## config.mk

```make
export PLATFORM = sky130hd
export DESIGN_NAME = flk_regs
export DESIGN_NICKNAME = d
export VERILOG_FILES = /design/src/flk_pkg.sv /design/src/flk_lock_cell.sv /design/src/flk_pause_timer.sv /design/src/flk_regs.sv
export SDC_FILE = /design/constraint.sdc
export NUM_CORES = 1
export LEC_CHECK = 0
export ABC_AREA = 1
export BUFFER_PORTS_ARGS = -buffer_cell sky130_fd_sc_hd__clkbuf_2
export CAP_MARGIN = 20
export CORE_MARGIN = 4
export CORE_UTILIZATION = 40
export CTS_CLUSTER_SIZE = 20
export DETAILED_ROUTE_END_ITERATION = 7
export GPL_ROUTABILITY_DRIVEN = 0
export PLACE_DENSITY_LB_ADDON = 0.12
export SLEW_MARGIN = 25
export SYNTH_ARGS = -nofsm -noshare
export SYNTH_HDL_FRONTEND = slang
export SYNTH_SLANG_ARGS = --single-unit
```

## constraint.sdc

```tcl
create_clock -name CLK -period 2 [get_ports CLK]
set_input_delay 0.3 -clock CLK [delete_from_list [all_inputs] [get_ports CLK]]
set_output_delay 0.3 -clock CLK [all_outputs]
set_load 0.03 [all_outputs]
```

## src/flk_pkg.sv

```systemverilog
// Purpose: shared constants and types of the flash lock and identification register set
// Assumes: byte wide register cycles, 28-bit memory addresses, 20 MHz clock
// Notes: lock register of block b sits at the lock base with b in address bits 19:16
package flk_pkg;

  localparam int FLK_NUM_BLOCKS = 16;
  localparam logic [3:0] FLK_TOP_BLOCK = 4'hf;
  localparam int FLK_GPI_W = 5;

  localparam logic [27:0] FLK_LOCK_BASE = 28'hfb00002;
  localparam logic [27:0] FLK_LOCK_MASK = 28'hff0ffff;
  localparam int FLK_LOCK_BLK_LSB = 16;
  localparam logic [27:0] FLK_GPI_ADDR = 28'hfbc0100;
  localparam logic [27:0] FLK_MAKER_ADDR = 28'hfbc0000;
  localparam logic [27:0] FLK_PART_ADDR = 28'hfbc0001;

  localparam int FLK_BIT_WRITE_PROT = 0;
  localparam int FLK_BIT_FREEZE = 1;
  localparam int FLK_BIT_READ_PROT = 2;
  localparam int FLK_STAT_PROT_BIT = 1;
  localparam int FLK_STAT_READY_BIT = 7;

  localparam logic [7:0] FLK_READ_LOCKED_DATA = 8'h00;
  localparam logic [7:0] FLK_UNMAPPED_DATA = 8'h00;

  localparam int FLK_CLK_MHZ = 20;
  localparam int FLK_PROG_PAUSE_US = 5;
  localparam int FLK_ERASE_PAUSE_US = 30;
  localparam logic [9:0] FLK_PROG_PAUSE_CYC = 10'(FLK_PROG_PAUSE_US * FLK_CLK_MHZ);
  localparam logic [9:0] FLK_ERASE_PAUSE_CYC = 10'(FLK_ERASE_PAUSE_US * FLK_CLK_MHZ);

  typedef struct packed {
    logic read_prot;
    logic freeze;
    logic write_prot;
  } flk_lock_type;

  localparam flk_lock_type FLK_LOCK_RESET = 3'b001;

endpackage : flk_pkg

```

## src/flk_lock_cell.sv

```systemverilog
// Purpose: one per-block lock register with read protect, freeze and write protect
// Assumes: soft_rst is a synchronous clear from the interface or processor reset pins
// Notes: the freeze bit can only be left by a reset of some kind
`timescale 1ns/1ps
`default_nettype none
module flk_lock_cell
  import flk_pkg::*;
(
  input wire logic clk,
  input wire logic nrst,
  input wire logic soft_rst,
  input wire logic wr_en,
  input wire logic [7:0] wdata,
  output flk_lock_type lock
);

  flk_lock_type lock_q;

  always_ff @(posedge clk or negedge nrst) begin
    if (!nrst) begin
      lock_q <= FLK_LOCK_RESET;
    end else if (soft_rst) begin
      lock_q <= FLK_LOCK_RESET;
    end else if (wr_en && !lock_q.freeze) begin
      // reserved bits 7:3 of wdata are simply dropped
      lock_q.read_prot <= wdata[FLK_BIT_READ_PROT];
      lock_q.freeze <= wdata[FLK_BIT_FREEZE];
      lock_q.write_prot <= wdata[FLK_BIT_WRITE_PROT];
    end
  end

  assign lock = lock_q;

  property p_frozen_holds;
    @(posedge clk) disable iff (!nrst)
    (lock_q.freeze && !soft_rst) |=> (lock_q == $past(lock_q));
  endproperty
  a_frozen_holds: assert property (p_frozen_holds) else $error("frozen lock register changed");

  property p_freeze_sticky;
    @(posedge clk) disable iff (!nrst)
    ($past(lock_q.freeze) && !$past(soft_rst)) |-> lock_q.freeze;
  endproperty
  a_freeze_sticky: assert property (p_freeze_sticky) else $error("freeze bit cleared by a write");

  property p_soft_reset;
    @(posedge clk) disable iff (!nrst)
    soft_rst |=> (lock_q == FLK_LOCK_RESET);
  endproperty
  a_soft_reset: assert property (p_soft_reset) else $error("pin reset did not restore lock default");

  c_freeze_set: cover property (@(posedge clk) disable iff (!nrst) $rose(lock_q.freeze));

endmodule : flk_lock_cell
`default_nettype wire

```

## src/flk_pause_timer.sv

```systemverilog
// Purpose: bounds the time from a suspend request to the pause of a program or erase
// Assumes: the controller marks safe points where it can pause early
// Notes: the limit is a hard deadline, the pause is forced even without a safe point
`timescale 1ns/1ps
`default_nettype none
module flk_pause_timer
  import flk_pkg::*;
(
  input wire logic clk,
  input wire logic nrst,
  input wire logic susp_req,
  input wire logic op_active,
  input wire logic op_is_erase,
  input wire logic safe_point,
  output logic pause
);

  logic run_q;
  logic [9:0] cnt_q;
  logic [9:0] limit_q;

  assign pause = run_q && op_active && (safe_point || cnt_q >= limit_q);

  always_ff @(posedge clk or negedge nrst) begin
    if (!nrst) begin
      run_q <= 1'b0;
    end else if (pause || !op_active) begin
      run_q <= 1'b0;
    end else if (susp_req) begin
      run_q <= 1'b1;
    end
  end

  always_ff @(posedge clk or negedge nrst) begin
    if (!nrst) begin
      cnt_q <= 10'h000;
      limit_q <= FLK_PROG_PAUSE_CYC;
    end else if (susp_req && op_active && !run_q) begin
      cnt_q <= 10'h001;
      limit_q <= op_is_erase ? FLK_ERASE_PAUSE_CYC : FLK_PROG_PAUSE_CYC;
    end else if (run_q) begin
      cnt_q <= cnt_q + 10'h001;
    end
  end

  property p_prog_pause;
    @(posedge clk) disable iff (!nrst)
    (susp_req && op_active && !run_q && !op_is_erase) |-> ##[1:100] (pause || !op_active);
  endproperty
  a_prog_pause: assert property (p_prog_pause) else $error("program pause too late");

  property p_erase_pause;
    @(posedge clk) disable iff (!nrst)
    (susp_req && op_active && !run_q && op_is_erase) |-> ##[1:600] (pause || !op_active);
  endproperty
  a_erase_pause: assert property (p_erase_pause) else $error("erase pause too late");

  c_forced_pause: cover property (@(posedge clk) disable iff (!nrst) pause && !safe_point);

endmodule : flk_pause_timer
`default_nettype wire

```

## src/flk_regs.sv

```systemverilog
// Purpose: lock, general purpose input and identification registers with array protection gating
// Assumes: one array read outstanding at a time; all pins synchronous to CLK
// Notes: the reset pins act synchronously, NRST is the power-up reset
//
// Function
// - reading the input snapshot returns the live pin levels; writes ignored.
// - snapshot bits 4:0 are inputs 4:0, one means high, 7:5 reserved.
// - maker identifier register returns a fixed code and ignores writes.
// - part identifier register returns a fixed code and ignores writes.
// - read protect set makes every array read of that block return zero.
// - read protect clear passes array data; clear is the reset default.
// - while freeze is set, writes cannot change the protect bits.
// - once freeze is written to one, writes cannot clear it.
// - freeze clears on interface reset, processor reset or power-up.
// - write protect set makes program and erase fail with a status error.
// - write protect defaults to one; when zero, program and erase proceed.
// - lock bits 7:3 reserved; same layout for all sixteen block registers.
// - a suspend pauses a running program within five microseconds.
// - a suspend pauses a running block erase within thirty microseconds.
// - a protection reject sets status bits one and seven.
// - low top guard pin protects block 15; low write guard protects 0 to 14.
`timescale 1ns/1ps
`default_nettype none
module flk_regs
  import flk_pkg::*;
#(
  // value is arbitrary
  parameter logic [7:0] MAKER_CODE = 8'h5a,
  // value is arbitrary
  parameter logic [7:0] PART_CODE = 8'ha5
)
(
  input wire logic CLK,
  input wire logic NRST,
  input wire logic INTERFACE_RESET_PIN_N,
  input wire logic CPU_RESET_PIN_N,
  input wire logic [FLK_GPI_W-1:0] GENERAL_PURPOSE_INPUTS,
  input wire logic TOP_BLOCK_GUARD_PIN_N,
  input wire logic WRITE_GUARD_PIN_N,
  input wire logic REG_REQ,
  input wire logic REG_WE,
  input wire logic [27:0] REG_ADDR,
  input wire logic [7:0] REG_WDATA,
  output logic [7:0] REG_RDATA,
  output logic REG_ACK,
  input wire logic ARR_RD_REQ,
  input wire logic [3:0] ARR_RD_BLOCK,
  input wire logic ARR_RAW_VALID,
  input wire logic [7:0] ARR_RAW_DATA,
  output logic ARR_RD_VALID,
  output logic [7:0] ARR_RD_DATA,
  input wire logic MOD_REQ,
  input wire logic MOD_ERASE,
  input wire logic [3:0] MOD_BLOCK,
  output logic MOD_GO,
  output logic MOD_REJECT,
  input wire logic STAT_CLR,
  output logic [7:0] STAT_BITS,
  input wire logic SUSP_REQ,
  input wire logic OP_ACTIVE,
  input wire logic OP_IS_ERASE,
  input wire logic SAFE_POINT,
  output logic OP_PAUSE
);

  function automatic logic is_lock_addr(input logic [27:0] addr);
    is_lock_addr = (addr & FLK_LOCK_MASK) == FLK_LOCK_BASE;
  endfunction : is_lock_addr

  function automatic logic [3:0] lock_block(input logic [27:0] addr);
    lock_block = addr[FLK_LOCK_BLK_LSB +: 4];
  endfunction : lock_block

  logic soft_rst;
  flk_lock_type lock [FLK_NUM_BLOCKS];
  logic [FLK_NUM_BLOCKS-1:0] lock_wr;
  logic [FLK_NUM_BLOCKS-1:0] write_guarded;
  logic [7:0] rdata_d;
  logic [7:0] rdata_q;
  logic ack_q;
  logic rd_mask_q;
  logic rd_mask_use;
  logic [7:0] arr_data_q;
  logic arr_valid_q;
  logic go_q;
  logic reject_q;
  logic prot_err_q;
  logic ready_q;
  logic mod_blocked;

  assign soft_rst = !INTERFACE_RESET_PIN_N || !CPU_RESET_PIN_N;

  genvar g;
  generate
    for (g = 0; g < FLK_NUM_BLOCKS; g++) begin : g_lock
      assign lock_wr[g] = REG_REQ && REG_WE && is_lock_addr(REG_ADDR) && (lock_block(REG_ADDR) == 4'(g));
      flk_lock_cell u_cell (
        .clk(CLK),
        .nrst(NRST),
        .soft_rst(soft_rst),
        .wr_en(lock_wr[g]),
        .wdata(REG_WDATA),
        .lock(lock[g])
      );
      // pin guards do not touch the register, only the decision to modify
      if (g == FLK_NUM_BLOCKS - 1) begin : g_top
        assign write_guarded[g] = lock[g].write_prot || !TOP_BLOCK_GUARD_PIN_N;
      end else begin : g_main
        assign write_guarded[g] = lock[g].write_prot || !WRITE_GUARD_PIN_N;
      end
    end
  endgenerate

  // read data; the identifier and snapshot registers have no write path at all
  always_comb begin
    rdata_d = FLK_UNMAPPED_DATA;
    if (is_lock_addr(REG_ADDR)) begin
      rdata_d = {5'h00, lock[lock_block(REG_ADDR)]};
    end else if (REG_ADDR == FLK_GPI_ADDR) begin
      // pins are taken as they are at the request edge, the board keeps them still
      rdata_d = {3'h0, GENERAL_PURPOSE_INPUTS};
    end else if (REG_ADDR == FLK_MAKER_ADDR) begin
      rdata_d = MAKER_CODE;
    end else if (REG_ADDR == FLK_PART_ADDR) begin
      rdata_d = PART_CODE;
    end
  end

  always_ff @(posedge CLK or negedge NRST) begin
    if (!NRST) begin
      rdata_q <= 8'h00;
      ack_q <= 1'b0;
    end else begin
      ack_q <= REG_REQ;
      if (REG_REQ && !REG_WE) begin
        rdata_q <= rdata_d;
      end
    end
  end

  assign REG_RDATA = rdata_q;
  assign REG_ACK = ack_q;

  // protection is frozen at the start of the access so a later lock write cannot
  // change a read already under way
  assign rd_mask_use = ARR_RD_REQ ? lock[ARR_RD_BLOCK].read_prot : rd_mask_q;

  always_ff @(posedge CLK or negedge NRST) begin
    if (!NRST) begin
      rd_mask_q <= 1'b0;
    end else if (ARR_RD_REQ) begin
      rd_mask_q <= lock[ARR_RD_BLOCK].read_prot;
    end
  end

  always_ff @(posedge CLK or negedge NRST) begin
    if (!NRST) begin
      arr_data_q <= 8'h00;
      arr_valid_q <= 1'b0;
    end else begin
      arr_valid_q <= ARR_RAW_VALID;
      if (ARR_RAW_VALID) begin
        arr_data_q <= rd_mask_use ? FLK_READ_LOCKED_DATA : ARR_RAW_DATA;
      end
    end
  end

  assign ARR_RD_VALID = arr_valid_q;
  assign ARR_RD_DATA = arr_data_q;

  assign mod_blocked = write_guarded[MOD_BLOCK];

  always_ff @(posedge CLK or negedge NRST) begin
    if (!NRST) begin
      go_q <= 1'b0;
      reject_q <= 1'b0;
    end else begin
      go_q <= MOD_REQ && !mod_blocked;
      reject_q <= MOD_REQ && mod_blocked;
    end
  end

  assign MOD_GO = go_q;
  assign MOD_REJECT = reject_q;

  // a reject in the same cycle as a status clear keeps the error bit set
  always_ff @(posedge CLK or negedge NRST) begin
    if (!NRST) begin
      prot_err_q <= 1'b0;
      ready_q <= 1'b0;
    end else if (soft_rst) begin
      prot_err_q <= 1'b0;
      ready_q <= 1'b0;
    end else begin
      if (MOD_REQ && mod_blocked) begin
        prot_err_q <= 1'b1;
      end else if (STAT_CLR) begin
        prot_err_q <= 1'b0;
      end
      if (MOD_REQ && mod_blocked) begin
        ready_q <= 1'b1;
      end else if (MOD_REQ) begin
        ready_q <= 1'b0;
      end
    end
  end

  always_comb begin
    STAT_BITS = 8'h00;
    STAT_BITS[FLK_STAT_PROT_BIT] = prot_err_q;
    STAT_BITS[FLK_STAT_READY_BIT] = ready_q;
  end

  flk_pause_timer u_pause (
    .clk(CLK),
    .nrst(NRST),
    .susp_req(SUSP_REQ),
    .op_active(OP_ACTIVE),
    .op_is_erase(OP_IS_ERASE),
    .safe_point(SAFE_POINT),
    .pause(OP_PAUSE)
  );

  property p_gpi_read;
    @(posedge CLK) disable iff (!NRST)
    (REG_REQ && !REG_WE && REG_ADDR == FLK_GPI_ADDR) |=> (REG_RDATA == {3'h0, $past(GENERAL_PURPOSE_INPUTS)});
  endproperty
  a_gpi_read: assert property (p_gpi_read) else $error("snapshot read does not match pins");

  property p_maker_read;
    @(posedge CLK) disable iff (!NRST)
    (REG_REQ && !REG_WE && REG_ADDR == FLK_MAKER_ADDR) |=> (REG_RDATA == MAKER_CODE && REG_ACK);
  endproperty
  a_maker_read: assert property (p_maker_read) else $error("maker identifier wrong");

  property p_part_read;
    @(posedge CLK) disable iff (!NRST)
    (REG_REQ && !REG_WE && REG_ADDR == FLK_PART_ADDR) |=> (REG_RDATA == PART_CODE && REG_ACK);
  endproperty
  a_part_read: assert property (p_part_read) else $error("part identifier wrong");

  property p_lock_reserved;
    @(posedge CLK) disable iff (!NRST)
    (REG_REQ && !REG_WE && is_lock_addr(REG_ADDR)) |=> (REG_RDATA[7:3] == 5'h00);
  endproperty
  a_lock_reserved: assert property (p_lock_reserved) else $error("reserved lock bits not zero");

  property p_read_locked;
    @(posedge CLK) disable iff (!NRST)
    (ARR_RAW_VALID && rd_mask_use) |=> (ARR_RD_VALID && ARR_RD_DATA == FLK_READ_LOCKED_DATA);
  endproperty
  a_read_locked: assert property (p_read_locked) else $error("protected read leaked data");

  property p_read_open;
    @(posedge CLK) disable iff (!NRST)
    (ARR_RD_REQ && !lock[ARR_RD_BLOCK].read_prot) ##1 (!ARR_RD_REQ && ARR_RAW_VALID)[*1]
      |=> (ARR_RD_DATA == $past(ARR_RAW_DATA));
  endproperty
  a_read_open: assert property (p_read_open) else $error("open read altered data");

  property p_reject;
    @(posedge CLK) disable iff (!NRST)
    (MOD_REQ && write_guarded[MOD_BLOCK]) |=> (MOD_REJECT && !MOD_GO) ##0 (STAT_BITS[FLK_STAT_PROT_BIT] || soft_rst);
  endproperty
  a_reject: assert property (p_reject) else $error("protected modify not rejected");

  property p_top_pin;
    @(posedge CLK) disable iff (!NRST)
    (MOD_REQ && MOD_BLOCK == FLK_TOP_BLOCK && !TOP_BLOCK_GUARD_PIN_N) |=> MOD_REJECT;
  endproperty
  a_top_pin: assert property (p_top_pin) else $error("top guard pin ignored");

  property p_go;
    @(posedge CLK) disable iff (!NRST)
    (MOD_REQ && !lock[MOD_BLOCK].write_prot && MOD_BLOCK != FLK_TOP_BLOCK && WRITE_GUARD_PIN_N) |=> MOD_GO;
  endproperty
  a_go: assert property (p_go) else $error("unprotected modify refused");

  property p_read_valid;
    @(posedge CLK) disable iff (!NRST)
    ARR_RAW_VALID |=> ARR_RD_VALID;
  endproperty
  a_read_valid: assert property (p_read_valid) else $error("array byte not handed on");

  property p_main_pin;
    @(posedge CLK) disable iff (!NRST)
    (MOD_REQ && MOD_BLOCK != FLK_TOP_BLOCK && !WRITE_GUARD_PIN_N) |=> (MOD_REJECT && !MOD_GO);
  endproperty
  a_main_pin: assert property (p_main_pin) else $error("write guard pin ignored");

  property p_err_sticky;
    @(posedge CLK) disable iff (!NRST)
    (STAT_BITS[FLK_STAT_PROT_BIT] && !STAT_CLR && !soft_rst) |=> STAT_BITS[FLK_STAT_PROT_BIT];
  endproperty
  a_err_sticky: assert property (p_err_sticky) else $error("protection error bit lost");

  property p_err_clear;
    @(posedge CLK) disable iff (!NRST)
    (STAT_CLR && !MOD_REQ) |=> !STAT_BITS[FLK_STAT_PROT_BIT];
  endproperty
  a_err_clear: assert property (p_err_clear) else $error("status clear ignored");

  c_reject_seen: cover property (@(posedge CLK) disable iff (!NRST) MOD_REJECT);
  c_locked_read: cover property (@(posedge CLK) disable iff (!NRST) ARR_RD_VALID && rd_mask_q);

endmodule : flk_regs
`default_nettype wire

```

==> results.yml, run 1 <==
placement:
  dp_hpwl_mm: 9.93
  port_buffers: 90
  pre_cts_ws_ns: 0.111
critical_path:
  r2r_slack_ns: 0.32
  crit_required_ns: 1.70
  crit_path_end_kind: "output port"
  crit_buf_inv: 3
  path_cells: "buf_4 > ha_1 > and3_1 > nand4_1 > nand4_1 > nand2_1 > inv_2 > buf_8"
  crit_top_cell: "nand4_1"
  cp_max_fo: 2
  critPathSlowestCell: "dfstp_2"
  path_class: "register to output port"
  cpPeakStageDelay_ns: 0.54
  critPathLaunchType: "register"
  arrival_ns: 1.85
  cp_top_family: "flip-flops"
floorplanning:
  die-area_mm2: 0.0148
  die_w_um: 122
  initial_core_util_pct: 40.9
  die_y_um: 122
  rows: 41
  ioPinCount: 103
  core-area_mm2: 0.0126
clocking:
  cts_tree: "yes"
  clkSinkCount: 83
  root_buffer: "clkbuf_16"
  insertion_delay_ns: 0.35
  clkTransAtPathRegs_ns: 0.06
  htreeDepth: 3
  ctsLongestPathBuffers: 2
  cts_inserted_buffers: 9
synth:
  synth_compound_area_share_pct: 7.05
  yosys.area_share.simple_pct: 40.5
  synth_area_mm2: 0.00517
  synth_top_family_by_area: "simple AND/OR/NAND/NOR gates"
  syn_inst: 721
  synth_edf_count: 0
  synthAdderAreaFrac_pct: 1.70
  ys_warn_count: 0
  synth.largest_area_cell: "dfrtp_1"
  synthArstFlopShare_pct: 100
  synth_cell_type_count: 40
  avgSynthCellArea_um2: 7.17
  synth.top_cell.area_share_pct: 32.0
  synth_seq_cells: 83
  synthXorXnorAreaFrac_pct: 0
  ys_seq_area_share_pct: 40.6
  synth_ff_type: "dfrtp_1"
  synth_mux_area_share_pct: 0
  synthTopCellsByArea: "dfrtp_1 32%, nand2_1 19%, dfstp_2 8.6%, nand3_1 8.3%, inv_1 5.7%"
sta:
  min_period_over_period_pct: 107
  hold_ws_ns: 0.0881
  max_freq_ghz: 0.465
  hold_viol: 0
  min_period_ns: 2.15
  drv_slew: 0
  slew_headroom_pct: 61.6
  grt_setup_unrepaired: "true"
  fin_worst_skew_ns: 0.00587
  setup_ws_ns: -0.149
  setup_viol: 1
  totalNegativeSetupSlack_ns: -0.149
  tightest_slew_ns: 0.575
routing:
  finalWirelength_mm: 12.9
  num_vias: 4800
  drtPass1Iterations: 5
  viasPerCell: 4.84
  final_antenna_net_count: 0
  post-route-drc-count: 0
  wl_per_cell_um: 13.0
  drt_iter0_drc: 343
power_and_ir_drop:
  switching_share_pct: 27.2
  pwr-share-clk_pct: 42.9
  intPower_mw: 3.29
  cellLeakagePower_nw: 3.35
  seqPwrFrac_pct: 41.4
  power.total_mw: 4.52
  powerDensity_mw_per_mm2: 731
  p_sw_mw: 1.23
  combPwrFrac_pct: 15.7
  irDropWorstVdd_mv: 0.391
global_route:
  grt_max_degree: 32
  grt_pass1_vias: 4711
  overflow: 0
  antenna_found_initial: 0
  grtUsageTotal_pct: 18.6
  grt_pass1_wl_mm: 22.0
finish:
  nets: 896
  n_antenna_cell: 0
  area_delta_synth_final_pct: 19.7
  final_common_cell: "nand2_1"
  drive_above_1_share_pct: 22.4
  final_cell_mix: "255 x nand2_1, 88 x clkbuf_2, 86 x nand3_1"
job:
  max_cap_violations: 0
min_path:
  hold_path_class: "input port to register"
run_status:
  outcome: "finished, violations left"
  violations: "setup timing"
[stage by stage]
stage / util, % / instance area [um^2] / std cells
5_1_grt: 49.0 / 6180 / 992
2_1_floorplan: - / 5180 / 726
3_3_place_gp: 45.8 / 5770 / 972
6_report: 49.0 / 6180 / 992
4_1_cts: 48.8 / 6160 / 991
3_5_place_dp: 45.8 / 5770 / 972
[final timing paths]
check,depth (start not counted),startpoint,endpoint
max,8,u_pause.limit_q[5],OP_PAUSE
max in group asynchronous,3,NRST,g_lock[15].u_cell.lock[0]
min,1,REG_REQ,REG_ACK
min reg2reg,2,ARR_RD_DATA[4],ARR_RD_DATA[4]
max reg2reg,8,u_pause.limit_q[5],u_pause.run_q
min in group asynchronous,2,NRST,REG_RDATA[6]
[area by class of cell]
cell class	count	area (um^2)
Fill cell	1297	6440
Multi-Input combinational cell	526	2590
Sequential cell	83	2100
Timing Repair Buffer	107	606
Inverter	88	333
Clock buffer	12	246
Tap cell	172	215
Clock inverter	4	97.6
[cell families (layout without fill, tap and decap cells)]
kind of cell               Yosys count  after routing
AOI/OAI and AO/OA                   68             68
buffers and inverters              117            211
other                                1              6
and+or+nand+nor                    445            445
adders and majority gates            7              7
DFF                                 83             83
[Yosys cell counts, types with 2 or more instances]
library cell,count
nand2_1,256
nand3_1,86
inv_1,78
dfrtp_1,66
nor2_1,58
o21ai_0,28
o21ai_1,23
dfstp_2,17
buf_4,11
nand4_1,10
nand4_4,9
inv_2,8
clkbuf_1,7
ha_1,7
nor2_2,7
o22ai_1,7
a21oi_1,6
buf_2,6
nand2_2,4
buf_1,2
buf_6,2
nand3_2,2
nand3b_1,2
nor2_4,2
nor2_8,2
[metal layers]
layer / part of all wire [%] / vias to the layer above / global-route usage [%]
met1: 45 / 2230 / 23.9
met2: 50 / 91 / 31.9
met3: 3.6 / 11 / 2.55
met4: 1.6 / 0 / 6.72
met5: 0 / - / 0
li1: - / 2468 / -
[repair_timing]
item / in CTS / in global routing
hold endpoints to repair: 24 / 0
gates cloned: 0 / 0
pin swaps: 4 / 3
hold buffers: 1 / 0
setup endpoints to repair: 1 / 1
resized for setup: 5 / 6
setup buffers: 2 / 1
[flip-flops by register name, indices dropped and copies added, names as in the netlist]
signal / flops
ready_q: 1
MOD_REJECT: 1
u_pause.limit_q: 2
ARR_RD_DATA: 8
u_pause.run_q: 1
REG_RDATA: 7
u_pause.cnt_q: 10
MOD_GO: 1
g_lock.u_cell.lock: 48
ARR_RD_VALID: 1
REG_ACK: 1
prot_err_q: 1
rd_mask_q: 1
[power by group through the flow]
stage	Clock [mW]	Combinational, mW	Sequential [mW]
after floorplan	0	0.415	1.92
after global placement	0	0.670	1.90
after detailed placement	0	0.688	1.90
after CTS	1.98	0.704	1.87
after global routing	2.06	0.810	1.88
final	1.94	0.710	1.87
(Power assumes the default switching activity.)
==> run 2: changes to the inputs <==
CTS_BUF_LIST = sky130_fd_sc_hd__clkbuf_4   (was not set)
==> run 2 against run 1 <==
Compared with the run above: the flow still finishes with violations (setup timing); non-clock buffer count is 1 higher; utilization is 1.2 points lower; setup slack worse by 0.14 ns; clock power is 35% lower; cell count is 0.10% higher; clock skew is 0.0061 ns higher; die area stayed put; routed wire length hardly changed; final area is 2.4% lower; first-iteration DRC count is 5.8% lower; flip-flop and latch count stayed put; via count is 0.25% higher; largest power group is now sequential cells.
==> results.yml, run 2 (synthesized netlist as in run 1, its figures left out) <==
run_status:
  outcome: "finished, violations left"
  violations: "setup timing"
sta:
  tightest_slew_ns: 0.596
  max_freq_ghz: 0.438
  fin_worst_skew_ns: 0.0120
  min_period_over_period_pct: 114
  grt_setup_unrepaired: "true"
  min_period_ns: 2.29
  setup_viol: 1
  drv_slew: 0
  hold_viol: 0
  setup_ws_ns: -0.285
  slew_headroom_pct: 60.2
clocking:
  clkSinkCount: 83
  insertion_delay_ns: 0.46
  cts_inserted_buffers: 9
  cts_tree: "yes"
  htreeDepth: 3
  ctsLongestPathBuffers: 2
  root_buffer: "clkbuf_4"
  clkTransAtPathRegs_ns: 0.13
critical_path:
  crit_buf_inv: 3
  crit_path_start: "u_pause.limit_q[5]"
  critPathLaunchType: "register"
  cp_top_family: "flip-flops"
  path_cells: "buf_4 > ha_1 > and3_1 > nand4_1 > nand4_1 > nand2_1 > inv_2 > buf_8"
  crit_required_ns: 1.70
  cpPeakStageDelay_ns: 0.56
  path_class: "register to output port"
  crit_path_end_kind: "output port"
  cp_max_fo: 2
  timing.rr.start: "u_pause.limit_q[5]"
  crit_top_cell: "nand4_1"
  critPathSlowestCell: "dfstp_2"
  arrival_ns: 1.99
finish:
  final_cell_mix: "255 x nand2_1, 88 x clkbuf_2, 86 x nand3_1"
  stdcell_count: 993
  final_common_cell: "nand2_1"
  area_delta_synth_final_pct: 16.8
  nets: 897
  n_antenna_cell: 0
  drive_above_1_share_pct: 22.5
  largest_reg_flops: 48
routing:
  drtPass1Iterations: 5
  post-route-drc-count: 0
  num_vias: 4812
  finalWirelength_mm: 12.9
  viasPerCell: 4.85
  dr_wl_met2_mm: 6.44
  drt_iter0_drc: 323
  wl_per_cell_um: 13.0
  met3_length_um: 529
  highest_layer: "met4"
  wl_met1_mm: 5.79
  final_antenna_net_count: 0
job:
  max_cap_violations: 0
global_route:
  grt_pass1_wl_mm: 21.9
  grt_pass1_vias: 4712
  grtUsageTotal_pct: 18.3
  overflow: 0
  antenna_found_initial: 0
  grt_max_degree: 32
floorplanning:
  die-area_mm2: 0.0148
  rows: 41
  ioPinCount: 103
  initial_core_util_pct: 40.9
  die_w_um: 122
  core-area_mm2: 0.0126
  die_y_um: 122
power_and_ir_drop:
  power.total_mw: 3.84
  powerDensity_mw_per_mm2: 636
  cellLeakagePower_nw: 3.29
  irDropWorstVdd_mv: 0.369
placement:
  dp_hpwl_mm: 9.93
  port_buffers: 90
  placedCellCount: 972
min_path:
  worstHoldStart: "OP_IS_ERASE"
  hold_path_class: "input port to register"
## run 2: cell types whose count changed in the layout (fill, tap and decap cells not counted)
cell / change
clkbuf_1: -2
clkbuf_16: -9
clkbuf_4: +11
clkbuf_8: -1
clkinv_1: +1
dlygate4sd3_1: +1
## run 2: routing by layer
layer | vias to the layer above | GRT usage, %
met5 | - | 0
met4 | 0 | 5.46
met3 | 13 | 2.55
met2 | 105 | 31.8
met1 | 2225 | 23.9
li1 | 2469 | -
## run 2: power breakdown
group          switching (mW)  total (mW)  leakage, nW  internal, mW
clock network           0.598        1.26       0.0947         0.657
logic                   0.469       0.712         2.12         0.244
registers              0.0784        1.87         1.07          1.79
## run 2: metrics by stage
stage	worst slack [ns]	area [um^2]	hold slack [ns]	TNS [ns]	util (%)
after floorplan	0.271	5180	0.00441	0	-
after global placement	0.158	5770	0.243	0	45.8
after detailed placement	0.111	5770	0.246	0	45.8
after CTS	-0.300	6010	0.0380	-0.300	47.7
after global routing	-0.420	6030	0.0489	-0.420	47.8
final	-0.285	6030	0.0580	-0.285	47.8
## run 2: tightest hold or removal path: cells and delay by family
kind	cells	cell delay [ns]
and+or+nand+nor	1	0.05
buffers and inverters	1	0.07
AOI/OAI and AO/OA	1	0.10
## run 2: what timing repair did
item | CTS | global route
gates cloned | 0 | 0
endpoints found under the hold margin | 25 | 0
endpoints found under the setup margin | 1 | 1
pin swaps | 4 | 3
hold buffers | 2 | 0
resized for setup | 5 | 6
setup buffers | 2 | 1
## run 2: area by class of cell
| cell class | count | area [um^2] |
|---|---|---|
| fillers | 1316 | 6590 |
| multi-input cells | 526 | 2590 |
| flip-flops and latches | 83 | 2100 |
| repair buffers | 108 | 616 |
| inverters | 88 | 333 |
| well taps | 172 | 215 |
| clock inverters | 5 | 101 |
| clock buffers | 11 | 82.6 |
## run 2: worst paths after layout
kind,end,slack [ns],depth (start not counted)
setup / recovery,OP_PAUSE,-0.29,8
hold / removal,u_pause.limit_q[5],0.06,3
setup reg to reg,u_pause.run_q,0.30,8
hold reg to reg,ARR_RD_DATA[4],0.50,2
max in group asynchronous,g_lock[3].u_cell.lock[0],1.08,3
min in group asynchronous,g_lock[12].u_cell.lock[2],0.31,2
==> run 3: changes to the inputs <==
BUFFER_PORTS_ARGS = not set   (was -buffer_cell sky130_fd_sc_hd__clkbuf_2)
DONT_BUFFER_PORTS = 1   (was not set)
==> run 3 against run 2 <==
Compared with the run above: the run ends with hold timing, setup timing left; global-route usage rose by 0.27 points; routed wire length rose by 1.8%; sequential share of layout area rose by 2.3 points; flip-flop and latch count did not move; highest routed layer unchanged; register-to-register slack got worse by 0.09 ns; first-iteration DRC count fell by 3.4%; die area did not move; critical path depth rose by 2; hold slack got worse by 0.56 ns; power fell by 6.8%; clock-buffer cell count fell by 2; setup slack improved by 0.077 ns.
==> results.yml, run 3 (synthesized netlist as in run 1, its figures left out) <==
clocking:
  cts_inserted_buffers: 9
  insertion_delay_ns: 0.48
  ctsLongestPathBuffers: 2
  cts_tree: "yes"
  clkTransAtPathRegs_ns: 0.15
  cts_hold_buf: 18
  htreeDepth: 3
  root_buffer: "clkbuf_4"
  clkSinkCount: 83
global_route:
  use_met1_pct: 23.6
  grt_use_met3_pct: 4.41
  overflow: 0
  grt_pass1_vias: 4451
  busiest_layer: "met2"
  antenna_found_initial: 0
  grt_pass1_wl_mm: 21.9
  grt_max_degree: 84
  grtUsageTotal_pct: 18.6
  use_met2_pct: 31.3
floorplanning:
  initial_core_util_pct: 40.9
  core-area_mm2: 0.0126
  rows: 41
  die_w_um: 122
  die-area_mm2: 0.0148
  die_y_um: 122
  ioPinCount: 103
power_and_ir_drop:
  power.total_mw: 3.58
  combPwrFrac_pct: 14.5
  p_sw_mw: 1.09
  cellLeakagePower_nw: 2.93
  irDropWorstVdd_mv: 0.424
  switching_share_pct: 30.5
  seqPwrFrac_pct: 53.8
  intPower_mw: 2.48
  pwr-share-clk_pct: 31.7
  powerDensity_mw_per_mm2: 632
critical_path:
  timing.rr.start: "g_lock[15].u_cell.lock[0]"
  cp_max_fo: 2
  arrival_ns: 1.91
  critPathSlowestCell: "dfstp_2"
  crit_required_ns: 1.70
  path_class: "register to output port"
  crit_path_end_kind: "output port"
  crit_top_cell: "inv_2"
  cpPeakStageDelay_ns: 0.56
  critPathLaunchType: "register"
  path_cells: "inv_2 > ha_4 > nand2_2 > inv_2 > o21ai_1 > nand2_1 > nand3_1 > nand4_1 > nand2_1 > inv_2"
  crit_path_start: "u_pause.limit_q[5]"
finish:
  final_common_cell: "nand2_1"
  drive_above_1_share_pct: 11.7
  n_antenna_cell: 0
  final_cell_mix: "255 x nand2_1, 86 x nand3_1, 75 x inv_1"
  utilization_pct: 44.8
  nets: 817
  area_delta_synth_final_pct: 9.45
  largest_reg_flops: 48
min_path:
  hold_path_class: "input port to async pin"
routing:
  post-route-drc-count: 0
  drtPass1Iterations: 5
  num_vias: 4575
  drt_iter0_drc: 312
  finalWirelength_mm: 13.2
  viasPerCell: 5.01
  final_antenna_net_count: 0
  wl_per_cell_um: 14.4
run_status:
  violations: "hold timing, setup timing"
  outcome: "finished, violations left"
sta:
  drv_slew: 0
  setup_viol: 1
  fin_worst_skew_ns: 0.0218
  setup_ws_ns: -0.208
  min_period_ns: 2.21
  hold_viol: 83
  slew_headroom_pct: 60.1
  totalNegativeSetupSlack_ns: -0.208
  grt_setup_unrepaired: "true"
  tightest_slew_ns: 0.597
  max_freq_ghz: 0.453
  hold_ws_ns: -0.501
  min_period_over_period_pct: 110
placement:
  port_buffers: 0
  dp_hpwl_mm: 9.57
  pre_cts_ws_ns: 0.167
job:
  max_cap_violations: 0
## run 3: worst paths after layout
check	cells past startpoint	endpoint	slack, ns
worst max-delay path	10	OP_PAUSE	-0.21
min in group CLK	4	ARR_RD_DATA[1]	0.05
worst min-delay path	0	g_lock[6].u_cell.lock[1]	-0.50
max in group asynchronous	0	g_lock[5].u_cell.lock[0]	2.27
worst max register to register	9	prot_err_q	0.21
worst min register to register	2	g_lock[4].u_cell.lock[0]	0.51
## run 3: timing repair
item,in CTS,in global routing
buffers inserted,1,0
hold endpoints to repair,100,83
resized for setup,4,2
pin swaps,3,2
endpoints found under the setup margin,1,1
## run 3: worst max-delay path: cells and delay by family (launching register included)
family,cells,cell delay [ns]
AO/OA/AOI/OAI,1,0.05
buffers and inverters,3,0.22
flip-flops,1,0.56
AND/OR/NAND/NOR,5,0.33
adder cells (fa/ha/maj),1,0.26
## run 3: through the flow
step                      cells  cell area [um^2]
after floorplan             726              5180
after global placement      878              5290
after detailed placement    878              5290
after CTS                   913              5650
after global routing        913              5650
final                       913              5650
## run 3: power groups by stage
stage,logic [mW],clock network (mW),registers (mW)
4_1_cts,0.518,1.19,1.92
3_3_place_gp,0.456,0,1.95
6_report,0.519,1.13,1.92
3_5_place_dp,0.474,0,1.96
2_1_floorplan,0.415,0,1.92
5_1_grt,0.603,1.24,1.94
## run 3: layout make-up
cell class,instances,area [um^2]
Clock inverter,7,92.6
Tap cell,172,215
Fill cell,1328,6970
Clock buffer,9,67.6
Timing Repair Buffer,28,268
Inverter,88,333
Multi-Input combinational cell,526,2580
Sequential cell,83,2100
## run 3: per-layer routing
layer	vias up	share of wire (%)
met3	19	5.5
met1	2133	43
met4	0	1.8
met2	110	50
li1	2313	-
met5	-	0
